===== config.mk =====
export PLATFORM = sky130hd
export DESIGN_NAME = lpmc_ctrl
export DESIGN_NICKNAME = d
export VERILOG_FILES = /design/src/lpmc_pkg.sv /design/src/lpmc_ctrl.sv /design/src/lpmc_clk_div.sv
export SDC_FILE = /design/constraint.sdc
export NUM_CORES = 1
export LEC_CHECK = 0
export ABC_AREA = 1
export BUFFER_PORTS_ARGS = -buffer_cell sky130_fd_sc_hd__clkbuf_2
export CAP_MARGIN = 30
export CORE_ASPECT_RATIO = 1.75
export CORE_MARGIN = 2
export CORE_UTILIZATION = 50
export DETAILED_ROUTE_END_ITERATION = 12
export GPL_TIMING_DRIVEN = 0
export PLACE_DENSITY = 0.86
export SYNTH_ARGS = -nofsm -noshare
export SYNTH_HDL_FRONTEND = slang
export SYNTH_SLANG_ARGS = --single-unit

===== constraint.sdc =====
create_clock -name core_clk_i -period 2.8 [get_ports core_clk_i]
set_input_delay 0.28 -clock core_clk_i [delete_from_list [all_inputs] [get_ports core_clk_i]]
set_output_delay 0.28 -clock core_clk_i [all_outputs]
set_load 0.01 [all_outputs]

===== src/lpmc_pkg.sv =====
package lpmc_pkg;

  // operating modes, gray coded along run -> slow -> wait -> halt -> stop
  typedef enum logic [2:0] {
    LPMC_RUN  = 3'h0,
    LPMC_SLOW = 3'h1,
    LPMC_WAIT = 3'h3,
    LPMC_HALT = 3'h2,
    LPMC_STOP = 3'h6
  } lpmc_mode_t;

  localparam int unsigned LPMC_DIV_W       = 8;
  localparam logic [7:0]  LPMC_DIV_RST     = 8'h01;
  localparam int unsigned LPMC_SYNC_STAGES = 3;
  localparam logic [7:0]  LPMC_CNT_ZERO    = 8'h00;

endpackage : lpmc_pkg


===== src/lpmc_ctrl.sv =====
`timescale 1ns/1ps
`default_nettype none

module lpmc_ctrl #(
  parameter int unsigned DIV_W = lpmc_pkg::LPMC_DIV_W
) (
  // clock and reset
  input  wire logic              core_clk_i,
  input  wire logic              nrst_i,
  // mode requests from the cpu core (one-cycle pulses)
  input  wire logic              slow_req_i,
  input  wire logic              run_req_i,
  input  wire logic              wait_instr_i,
  input  wire logic              halt_instr_i,
  input  wire logic              stop_req_i,
  // divider settings from the clock control unit
  input  wire logic [DIV_W-1:0]  slow_ratio_i,
  input  wire logic [DIV_W-1:0]  wait_ratio_i,
  // wake sources, plus the watchdog enable that blocks halt entry
  input  wire logic              irq_ack_i,
  input  wire logic              watchdog_en_i,
  input  wire logic              wakeup_pin_i,
  // clock enables
  output logic                   cpu_clk_en_o,
  output logic                   periph_clk_en_o,
  output logic                   intc_clk_en_o,
  output logic                   fetch_en_o,
  // status
  output lpmc_pkg::lpmc_mode_t   mode_o
);

  import lpmc_pkg::*;

  //////////////////////////////////////////////////////////////////////////////
  // wake-up pin synchroniser

  logic [LPMC_SYNC_STAGES-1:0] wk_sync;
  logic                        wk_level;
  logic                        wk_event;
  logic                        wk_agree;

  always_ff @(posedge core_clk_i) begin
    if (!nrst_i) begin
      wk_sync <= '0;
    end else begin
      wk_sync <= {wk_sync[LPMC_SYNC_STAGES-2:0], wakeup_pin_i};
    end
  end

  // a change counts once stages two and three agree
  assign wk_agree = (wk_sync[LPMC_SYNC_STAGES-2] == wk_sync[LPMC_SYNC_STAGES-1]);

  always_ff @(posedge core_clk_i) begin
    if (!nrst_i) begin
      wk_level <= 1'b0;
    end else if (wk_agree) begin
      wk_level <= wk_sync[LPMC_SYNC_STAGES-1];
    end
  end

  // one-cycle wake on the agreed rising edge; a one-cycle glitch never agrees
  assign wk_event = wk_agree && wk_sync[LPMC_SYNC_STAGES-1] && !wk_level;

  //////////////////////////////////////////////////////////////////////////////
  // mode state machine

  lpmc_mode_t mode;
  lpmc_mode_t next_mode;

  always_comb begin
    next_mode = mode;
    case (mode)
      LPMC_RUN, LPMC_SLOW: begin
        if (halt_instr_i && !watchdog_en_i) begin
          next_mode = LPMC_HALT;
        end else if (stop_req_i) begin
          next_mode = LPMC_STOP;
        end else if (wait_instr_i) begin
          next_mode = LPMC_WAIT;
        end else if (slow_req_i) begin
          next_mode = LPMC_SLOW;
        end else if (run_req_i) begin
          next_mode = LPMC_RUN;
        end
      end
      LPMC_WAIT: begin
        if (irq_ack_i) begin
          next_mode = LPMC_RUN;
        end
      end
      LPMC_HALT: begin
        next_mode = LPMC_HALT;
      end
      LPMC_STOP: begin
        if (wk_event) begin
          next_mode = LPMC_RUN;
        end
      end
      default: begin
        next_mode = LPMC_RUN;
      end
    endcase
  end

  always_ff @(posedge core_clk_i) begin
    if (!nrst_i) begin
      mode <= LPMC_RUN;
    end else begin
      mode <= next_mode;
    end
  end

  //////////////////////////////////////////////////////////////////////////////
  // clock dividers

  logic slow_tick;
  logic wait_tick;

  lpmc_clk_div #(
    .DIV_W (DIV_W)
  ) u_slow_div (
    .core_clk_i (core_clk_i),
    .nrst_i     (nrst_i),
    .ratio_i    (slow_ratio_i),
    .run_i      (mode == LPMC_SLOW),
    .tick_o     (slow_tick)
  );

  lpmc_clk_div #(
    .DIV_W (DIV_W)
  ) u_wait_div (
    .core_clk_i (core_clk_i),
    .nrst_i     (nrst_i),
    .ratio_i    (wait_ratio_i),
    .run_i      (mode == LPMC_WAIT),
    .tick_o     (wait_tick)
  );

  //////////////////////////////////////////////////////////////////////////////
  // clock enable decode, taken from the mode being entered so that
  // the enables change on the same edge as mode_o

  logic next_cpu_clk_en;
  logic next_periph_clk_en;
  logic next_intc_clk_en;
  logic next_fetch_en;

  always_comb begin
    next_cpu_clk_en    = 1'b0;
    next_periph_clk_en = 1'b0;
    next_intc_clk_en   = 1'b0;
    next_fetch_en      = 1'b0;
    case (next_mode)
      LPMC_RUN: begin
        next_cpu_clk_en    = 1'b1;
        next_periph_clk_en = 1'b1;
        next_intc_clk_en   = 1'b1;
        next_fetch_en      = 1'b1;
      end
      LPMC_SLOW: begin
        next_cpu_clk_en    = slow_tick;
        next_periph_clk_en = slow_tick;
        next_intc_clk_en   = slow_tick;
        next_fetch_en      = 1'b1;
      end
      LPMC_WAIT: begin
        next_cpu_clk_en    = 1'b0;
        next_periph_clk_en = wait_tick;
        next_intc_clk_en   = wait_tick;
        next_fetch_en      = 1'b0;
      end
      default: begin
        // halt and stop freeze everything
        next_cpu_clk_en    = 1'b0;
        next_periph_clk_en = 1'b0;
        next_intc_clk_en   = 1'b0;
        next_fetch_en      = 1'b0;
      end
    endcase
  end

  //////////////////////////////////////////////////////////////////////////////
  // registered clock enables, one flop each so no gated clock sees a glitch

  always_ff @(posedge core_clk_i) begin
    if (!nrst_i) begin
      cpu_clk_en_o <= 1'b1;
    end else begin
      cpu_clk_en_o <= next_cpu_clk_en;
    end
  end

  always_ff @(posedge core_clk_i) begin
    if (!nrst_i) begin
      periph_clk_en_o <= 1'b1;
    end else begin
      periph_clk_en_o <= next_periph_clk_en;
    end
  end

  always_ff @(posedge core_clk_i) begin
    if (!nrst_i) begin
      intc_clk_en_o <= 1'b1;
    end else begin
      intc_clk_en_o <= next_intc_clk_en;
    end
  end

  always_ff @(posedge core_clk_i) begin
    if (!nrst_i) begin
      fetch_en_o <= 1'b1;
    end else begin
      fetch_en_o <= next_fetch_en;
    end
  end

  assign mode_o = mode;

endmodule // lpmc_ctrl

`default_nettype wire


===== src/lpmc_clk_div.sv =====
`timescale 1ns/1ps
`default_nettype none

// turns a divide ratio into a one-cycle enable tick; ratio 0 or 1 ticks every cycle
module lpmc_clk_div #(
  parameter int unsigned DIV_W = 8
) (
  // clock and reset
  input  wire logic             core_clk_i,
  input  wire logic             nrst_i,
  // control
  input  wire logic [DIV_W-1:0] ratio_i,
  input  wire logic             run_i,
  // output
  output logic                  tick_o
);

  logic [DIV_W-1:0] cnt;
  logic             wrap;

  assign wrap   = (cnt + DIV_W'(1) >= ratio_i);
  assign tick_o = run_i & wrap;

  always_ff @(posedge core_clk_i) begin
    if (!nrst_i) begin
      cnt <= '0;
    end else if (!run_i || wrap) begin
      cnt <= '0;
    end else begin
      cnt <= cnt + DIV_W'(1);
    end
  end

endmodule // lpmc_clk_div

`default_nettype wire


* Yosys cells after proc, flatten, opt, wreduce, memory -nomap -nowiden
Index checks and enable logic that the tools add are counted.
** Storage, ports and cells
- Register bits :: 26
- Logic and storage cells :: 48
** Operators by class
- Add/sub/neg operators :: 2
- $lt $le $gt $ge :: 2
- Equal/unequal tests :: 7
- Mux-type cells :: 11
- Bitwise logic cells :: 3
- Reduce and logical (&&, ||, !) cells :: 15
** Operator list (count)
- 3-bit two-way mux :: 7
- 8-bit by 1-bit adder with 8-bit output, second input constant :: 2
- 8-bit greater-or-equal comparator :: 2
- 3-bit case mux with 4 select lines :: 1
- 3-bit by 2-bit equality test with 1-bit output, second input constant :: 3
- 2-bit OR reduction :: 4
- 3-bit by 1-bit equality test with 1-bit output, second input constant :: 2
- 3-bit logical NOT :: 2
- 1-bit logical NOT :: 4
- 3-bit equality test, second input constant :: 1
- 1-bit logical AND :: 3
- 1-bit case mux with 3 select lines :: 1
- 1-bit bitwise AND :: 2
- 1-bit logical OR :: 2
- 1-bit case mux with 2 select lines :: 1
- 1-bit equality test :: 1
- 1-bit two-way mux :: 1
- 1-bit inverter :: 1

* Logic depth before layout (Yosys ltp)
Gate-level depths: netlist of the first run.
- Depth after elaboration :: 9
- Mapped depth :: 14

* Modules after synthesis
A second synthesis of the first run with hierarchy kept.
** Unflattened totals
- Cells, all modules :: 225
- Area, all modules :: 1605.3 µm²
** Modules (own cells, without submodules)
- lpmc_clk_div :: times used 2, cells each 82, area an instance 578.1 µm², sequential area each 160.2 µm²
- lpmc_ctrl :: times used 1, cells each 61, area an instance 449.2 µm², sequential area each 200.2 µm²

* Worst setup path before layout of the first run
OpenSTA, ideal clock, no wires.
- Path type :: flip-flop to flip-flop
- From :: register u_slow_div.cnt[0]
- To :: register u_slow_div.cnt[3]
- Setup time :: 119 ps
- Data arrival time :: 1816 ps
- Data required time :: 2681 ps
- Path slack :: 865 ps
- Stages on the path, launching flop included :: 14
- Cells stage by stage :: dfxtp_1 -> ha_1 -> nand3_1 -> nand3b_1 -> xor2_1 -> inv_1 -> ha_1 -> nand2_1 -> nor2_1 -> nand4_1 -> nand3_1 -> nor2_1 -> nand2_2 -> nor2_1
** Between the ends
- Word-level cells in the longest chain between the ends :: 4
** RTL lines
- start, declared :: RTL line lpmc_clk_div.sv:18 : logic [DIV_W-1:0] cnt;
- start signal, assigned :: RTL line lpmc_clk_div.sv:30 : cnt <= cnt + DIV_W'(1);
- 8-bit by 1-bit adder with 8-bit output (*) :: RTL line lpmc_clk_div.sv:21, lpmc_clk_div.sv:30
- 8-bit greater-or-equal comparator :: RTL line lpmc_clk_div.sv:21 : assign wrap = (cnt + DIV_W'(1) >= ratio_i);
- 1-bit logical OR :: RTL line lpmc_clk_div.sv:27 : end else if (!run_i || wrap) begin
- 2-bit OR reduction (no line)
Mark *: on every way between the ends. The rest lies on a longest branch, timed or not.
A chain may end at the register's enable or synchronous reset.

* Worst setup path in the final report of the first run
- From :: register u_wait_div.cnt[0]
- To :: register u_wait_div.cnt[0]
** Between the ends
- Word-level cells in the longest chain between the ends :: 4
** RTL lines (RTL line)
- start, declared :: lpmc_clk_div.sv:18
- start signal, assigned :: lpmc_clk_div.sv:30
- 8-bit by 1-bit adder with 8-bit output (*) :: lpmc_clk_div.sv:21, lpmc_clk_div.sv:30
- 8-bit greater-or-equal comparator :: lpmc_clk_div.sv:21
- 1-bit logical OR :: lpmc_clk_div.sv:27
- 2-bit OR reduction (no line)
Marks and branches as above.

==> results of run 1 <==
flip-flops by register name (all words and copies together), names as in the netlist:
| signal | flops |
|---|---|
| mode_o | 3 |
| u_slow_div.cnt | 8 |
| fetch_en_o | 1 |
| cpu_clk_en_o | 1 |
| wk_sync | 3 |
| u_wait_div.cnt | 8 |
| intc_clk_en_o | 1 |
| wk_level | 1 |
metrics by stage:
stage / area, sq um / setup slack (ns) / cells / util [%] / hold slack (ns)
floorplan: 1570 / 0.865 / 215 / - / 0.378
global placement: 1780 / 0.675 / 288 / 60.0 / 0.397
detailed placement: 1780 / 0.576 / 288 / 60.0 / 0.410
CTS: 1820 / 0.552 / 291 / 61.4 / 0.194
global route: 1820 / 0.329 / 291 / 61.4 / 0.198
finish: 1820 / 0.600 / 291 / 61.4 / 0.193
path summary, 6_finish.rpt:
| path | start | endpoint | slack [ns] | depth (start not counted) |
|---|---|---|---|---|
| worst max register to register | u_wait_div.cnt[0]$_SDFF_PP0_ | u_wait_div.cnt[0]$_SDFF_PP0_ | 0.60 | 13 |
| worst min-delay path | wakeup_pin_i | wk_sync[0]$_SDFF_PN0_ | 0.19 | 3 |
| worst max-delay path | u_wait_div.cnt[0]$_SDFF_PP0_ | u_wait_div.cnt[0]$_SDFF_PP0_ | 0.60 | 13 |
| worst min register to register | wk_sync[0]$_SDFF_PN0_ | wk_sync[1]$_SDFF_PN0_ | 0.43 | 2 |
report_power, final:
part | internal (uW) | leakage (uW) | total (uW) | switching, uW
logic | 56.4 | 0.000859 | 127 | 70.7
registers | 386 | 0.000212 | 399 | 12.4
clock network | 96.2 | 0.0000216 | 199 | 103
total | 539 | 0.00109 | 724 | 186
area by class of cell:
type | instances | area, sq um
buffer | 2 | 18.8
clock buffer | 3 | 41.3
fill | 281 | 1140
inverter | 54 | 203
multi-input combinational | 133 | 827
sequential | 26 | 520
tap | 42 | 52.6
timing repair buffer | 31 | 155
layer usage:
layer,vias to the layer above,GRT usage (%),wire [um]
met5,-,0,0
met4,0,10.6,116
met3,12,1.84,66
met2,32,34.4,1640
met1,624,16.3,976
li1,728,-,-
cell families (layout without fill, tap and decap cells):
kind of cell,after synthesis,in the layout,synth area share [%]
buffers and inverters,56,90,14.1
AO/OA/AOI/OAI,19,19,7.34
AND/OR/NAND/NOR,86,86,25.2
XOR/XNOR,9,9,5.02
adder cells (fa/ha/maj),19,19,15.2
flip-flops,26,26,33.2
synth_stat cells (all sizes together):
master  count
inv        54
ha         19
a21oi       9
nor3        1
nand3      11
dfxtp      26
a22oi       1
xor2        7
o21ai       4
o21bai      2
nand4       7
nand3b      1
o21a        2
nand2      35
buf         2
nor2       29
a31o        1
and3        2
xnor2       2
worst max-delay path, cell delays in order (launching register included):
cell and delay [ns]:
dfxtp_1 0.39, and3_1 0.26, nand4_1 0.16, nor2_1 0.12
nand2_1 0.05, nand2_1 0.07, inv_1 0.04, ha_1 0.28
nand2_1 0.07, inv_1 0.03, nor2_1 0.09, o21a_1 0.17
nand4_2 0.21, nor2_1 0.17
==> impl_metrics.json, run 1 <==
{
  "grt-ovfl-total": 0,
  "fin_crit_sh_pct": 78.6,
  "drc": 0,
  "start_util_pct": 53.0,
  "rows": 26,
  "setup_tns_ns": 0,
  "ys_warn_count": 0,
  "antenna_cells": 0,
  "ir_worst_vdd_mv": 0.312,
  "total_power_uw": 724,
  "synthTopCellsByArea": "dfxtp_1 33%, ha_1 15%, inv_1 12%",
  "ctsRootBufferMaster": "clkbuf_8",
  "slew_headroom_pct": 83.0,
  "cts.clk_slew.worst_paths_ns": 0.08,
  "crit_fanout": 8,
  "grt_pass1_vias": 1335,
  "tightest_slew_ns": 0.255,
  "synth_seq_area_share_pct": 33.2,
  "cts_sinks": 26,
  "grt_pass1_wl_um": 4950,
  "layout_commonest_cell": "inv_1",
  "grt_usage_pct": 18.0,
  "hold_class": "primary input to flop",
  "start_kind": "flop",
  "synth.distinct_cells": 25,
  "syn2layout_area_growth_pct": 15.9,
  "required_ns": 2.99,
  "synthesis.area_sq_um": 1570,
  "cts_setup_buffers": 0,
  "io_pins": 33,
  "cts_made_buffers": 3,
  "cts_tree": "yes",
  "ys_ff_latch": 26,
  "setup_viol": 0,
  "clock_path_buffers": 2,
  "finalHoldViolCount": 0,
  "mostFrequentLayoutCells": "52 x inv_1, 31 x clkbuf_2, 29 x nand2_1, 29 x nor2_1, 26 x dfxtp_1",
  "core_area_sq_um": 2960,
  "drv_cap": 0,
  "yosys.area.top_type": "dfxtp_1",
  "synth_top_area_share_pct": 33.2,
  "max_freq_mhz": 455,
  "antenna_found_initial": 0,
  "setup.worst_path.class": "flop to flop",
  "slew_violations": 0,
  "synth_cells": 215,
  "layout-drive-gt1-share_pct": 19.7,
  "end_kind": "flop",
  "first_pass_iters": 4,
  "die_y_um": 78.1,
  "dieArea_sq_um": 3620,
  "rsz0062_at_grt": "false",
  "clk_latency_ns": 0.26,
  "avgViaCountPerCell": 4.80,
  "place_congestion": 0.808,
  "post-route-min-period_ns": 2.20,
  "drt.antenna.violating_nets": 0,
  "die_x_um": 46.3,
  "avgSynthCellArea_sq_um": 7.30,
  "drt-total-wl_um": 2800,
  "p_leak_uw": 0.00109,
  "p_per_area_nw_per_um2": 398,
  "vias": 1396,
  "first_iter_violations": 32,
  "cts_hold_buf": 0,
  "ctsResizeCount": 0,
  "wl_per_cell_um": 9.62,
  "hpwl_um": 2420,
  "skew_ns": 0.00284,
  "synth_nets": 260,
  "ctsHtreeMaxLevel": 1,
  "portBuffers": 31,
  "grt_max_degree": 14,
  "arrival_ns": 2.39,
  "outcome": "finished, final reports clean",
  "layout.nets": 296
}
No activity file was read; power rests on OpenSTA's default activity.
==> run 2: changes to the inputs <==
==> constraint.sdc (replaced) <==
create_clock -name core_clk_i -period 2.18 [get_ports core_clk_i]
set_input_delay 0.218 -clock core_clk_i [delete_from_list [all_inputs] [get_ports core_clk_i]]
set_output_delay 0.218 -clock core_clk_i [all_outputs]
set_load 0.01 [all_outputs]
==> run 2 against run 1 <==
Effect of this change: die area unchanged; critical path type unchanged; non-clock buffer count up 4; clock skew down 0.0012 ns; sequential cell count unchanged; critical path depth down 1; global-route usage up 0.18 points; sequential share of layout area down 2.4 points; clock power up 29%; sequential power up 28%; maximum frequency up 5.5%; cell area up 12%; largest cell class unchanged.
==> impl_metrics.json, run 2 (synthesized netlist as in run 1, its figures left out) <==
{
  "wl_per_cell_um": 10.7,
  "rr_endpoint": "u_wait_div.cnt[4]$_SDFF_PP0_",
  "grt_pass1_vias": 1354,
  "grt_max_degree": 14,
  "antenna_cells": 0,
  "first_pass_iters": 6,
  "antenna_found_initial": 0,
  "cts_hold_buf": 0,
  "hpwl_um": 2420,
  "setup.worst_path.end": "u_wait_div.cnt[4]$_SDFF_PP0_",
  "worst_r2r_path_depth": 12,
  "place_congestion": 0.808,
  "clock_path_buffers": 2,
  "worst_path_max_delay_cell": "dfxtp_4",
  "layout-drive-gt1-share_pct": 36.0,
  "first_iter_violations": 22,
  "ff2ff_setup_slack_ns": 0.09,
  "drc": 0,
  "drt.antenna.violating_nets": 0,
  "clk_latency_ns": 0.26,
  "mostFrequentLayoutCells": "48 x inv_1, 31 x clkbuf_2, 26 x nand2_1",
  "portBuffers": 31,
  "crit_buf_inv": 1,
  "tightest_slew_ns": 0.255,
  "final_core_util_pct": 68.7,
  "fin_cells": 295,
  "cp_top_family": "simple AND/OR/NAND/NOR gates",
  "ctsRootBufferMaster": "clkbuf_8",
  "setup.worst_path.class": "flop to flop",
  "cts.clk_slew.worst_paths_ns": 0.08,
  "grt-ovfl-total": 0,
  "syn2layout_area_growth_pct": 29.6,
  "die_x_um": 46.3,
  "grt_usage_pct": 18.2,
  "p_leak_uw": 0.00111,
  "multi_input_area_sq_um": 1000,
  "core_area_sq_um": 2960,
  "layout_commonest_cell": "inv_1",
  "required_ns": 2.34,
  "start_kind": "flop",
  "io_pins": 33,
  "regArea_sq_um": 533,
  "drv_cap": 0,
  "cts_made_buffers": 3,
  "start_util_pct": 53.0,
  "wl_met1_um": 1090,
  "path_depth": 12,
  "rows": 26,
  "vias": 1445,
  "end_kind": "flop",
  "drt-total-wl_um": 3150,
  "arrival_ns": 2.24,
  "die_y_um": 78.1,
  "avgViaCountPerCell": 4.90,
  "p_per_area_nw_per_um2": 465,
  "ir_worst_vdd_mv": 0.582,
  "dieArea_sq_um": 3620,
  "dp.cells": 288,
  "crit_fanout": 8,
  "total_power_uw": 945,
  "skew_ns": 0.00166,
  "highest_layer": "met4",
  "top_regs": "u_slow_div.cnt (8), u_wait_div.cnt (8)",
  "layout.nets": 300,
  "slew_headroom_pct": 83.0,
  "cts_sinks": 26,
  "rsz0062_at_grt": "true",
  "finalHoldViolCount": 0,
  "setup_viol": 0,
  "cts_tree": "yes",
  "crit_chain": "and3_4 > nand4_1 > nor2_1 > nand2_1 > nand2_2 > inv_2 > ha_4 > nand2_1 > nor2_2 > nand4_1 > nand4_4 > nor2_1",
  "max_freq_mhz": 479,
  "final_area_sq_um": 2030,
  "slew_violations": 0,
  "fin_crit_sh_pct": 95.7,
  "place_area_sq_um": 1780,
  "wl_met2_um": 1890,
  "grt_pass1_wl_um": 4990,
  "wl_met3_um": 84,
  "slowest_delay_ns": 0.39,
  "cp-startpoint": "u_wait_div.cnt[0]$_SDFF_PP0_",
  "outcome": "finished, final reports clean",
  "ctsHtreeMaxLevel": 1,
  "fillCellCount": 252,
  "hold_class": "primary input to flop",
  "r2r-start": "u_wait_div.cnt[0]$_SDFF_PP0_",
  "post-route-min-period_ns": 2.09
}
-- run 2: changes by cell type in the layout (fill, tap and decap cells not counted), sizes merged --
cell  change
buf       +4
-- run 2: worst min path at each step --
| stage | startpoint | to | slack (ns) | cells after the start |
|---|---|---|---|---|
| floorplan | wakeup_pin_i | wk_sync[0]$_SDFF_PN0_ | 0.32 | 2 |
| global placement | wk_sync[0]$_SDFF_PN0_ | wk_sync[1]$_SDFF_PN0_ | 0.40 | 2 |
| finish | wakeup_pin_i | wk_sync[0]$_SDFF_PN0_ | 0.13 | 3 |
| global route | wakeup_pin_i | wk_sync[0]$_SDFF_PN0_ | 0.13 | 3 |
| CTS | wakeup_pin_i | wk_sync[0]$_SDFF_PN0_ | 0.13 | 3 |
| detailed placement | wakeup_pin_i | wk_sync[0]$_SDFF_PN0_ | 0.41 | 3 |
-- run 2: tightest hold or removal path: stages --
cell	delay [ns]
clkbuf_2	0.07
nand2_1	0.04
inv_1	0.04
-- run 2: stage by stage --
stage | TNS (ns) | hold slack, ns | setup WS, ns
2_1_floorplan | 0 | 0.316 | 0.245
3_3_place_gp | 0 | 0.397 | 0.0549
5_1_grt | -0.881 | 0.133 | -0.0928
3_5_place_dp | -0.129 | 0.409 | -0.0444
4_1_cts | -0.00112 | 0.132 | -0.00112
6_report | 0 | 0.130 | 0.0945
-- run 2: metal layers --
metal	global-route usage, %	up-vias
li1	-	738
met1	16.2	663
met2	34.6	33
met3	2.07	11
met4	11.4	0
met5	0	-
-- run 2: what timing repair did --
item                       in CTS  in global routing
setup endpoints to repair       9                 18
pin swaps                       2                 24
gates resized for setup         3                 45
buffers inserted                2                  2
-- run 2: where the power goes --
| part | total, uW | switching [uW] | internal [uW] | leakage, uW |
|---|---|---|---|---|
| Clock | 256 | 133 | 124 | 0.0000216 |
| Sequential | 511 | 16.9 | 494 | 0.000215 |
| Combinational | 178 | 100 | 78.0 | 0.000875 |
| Total | 945 | 250 | 696 | 0.00111 |
-- run 2: area by class of cell --
type	instances	area share, %
flip-flops and latches	26	26.2
inverters	54	9.97
multi-input cells	133	49.2
plain buffers	2	0.923
clock buffers	3	2.03
well taps	42	2.58
repair buffers	35	9.11
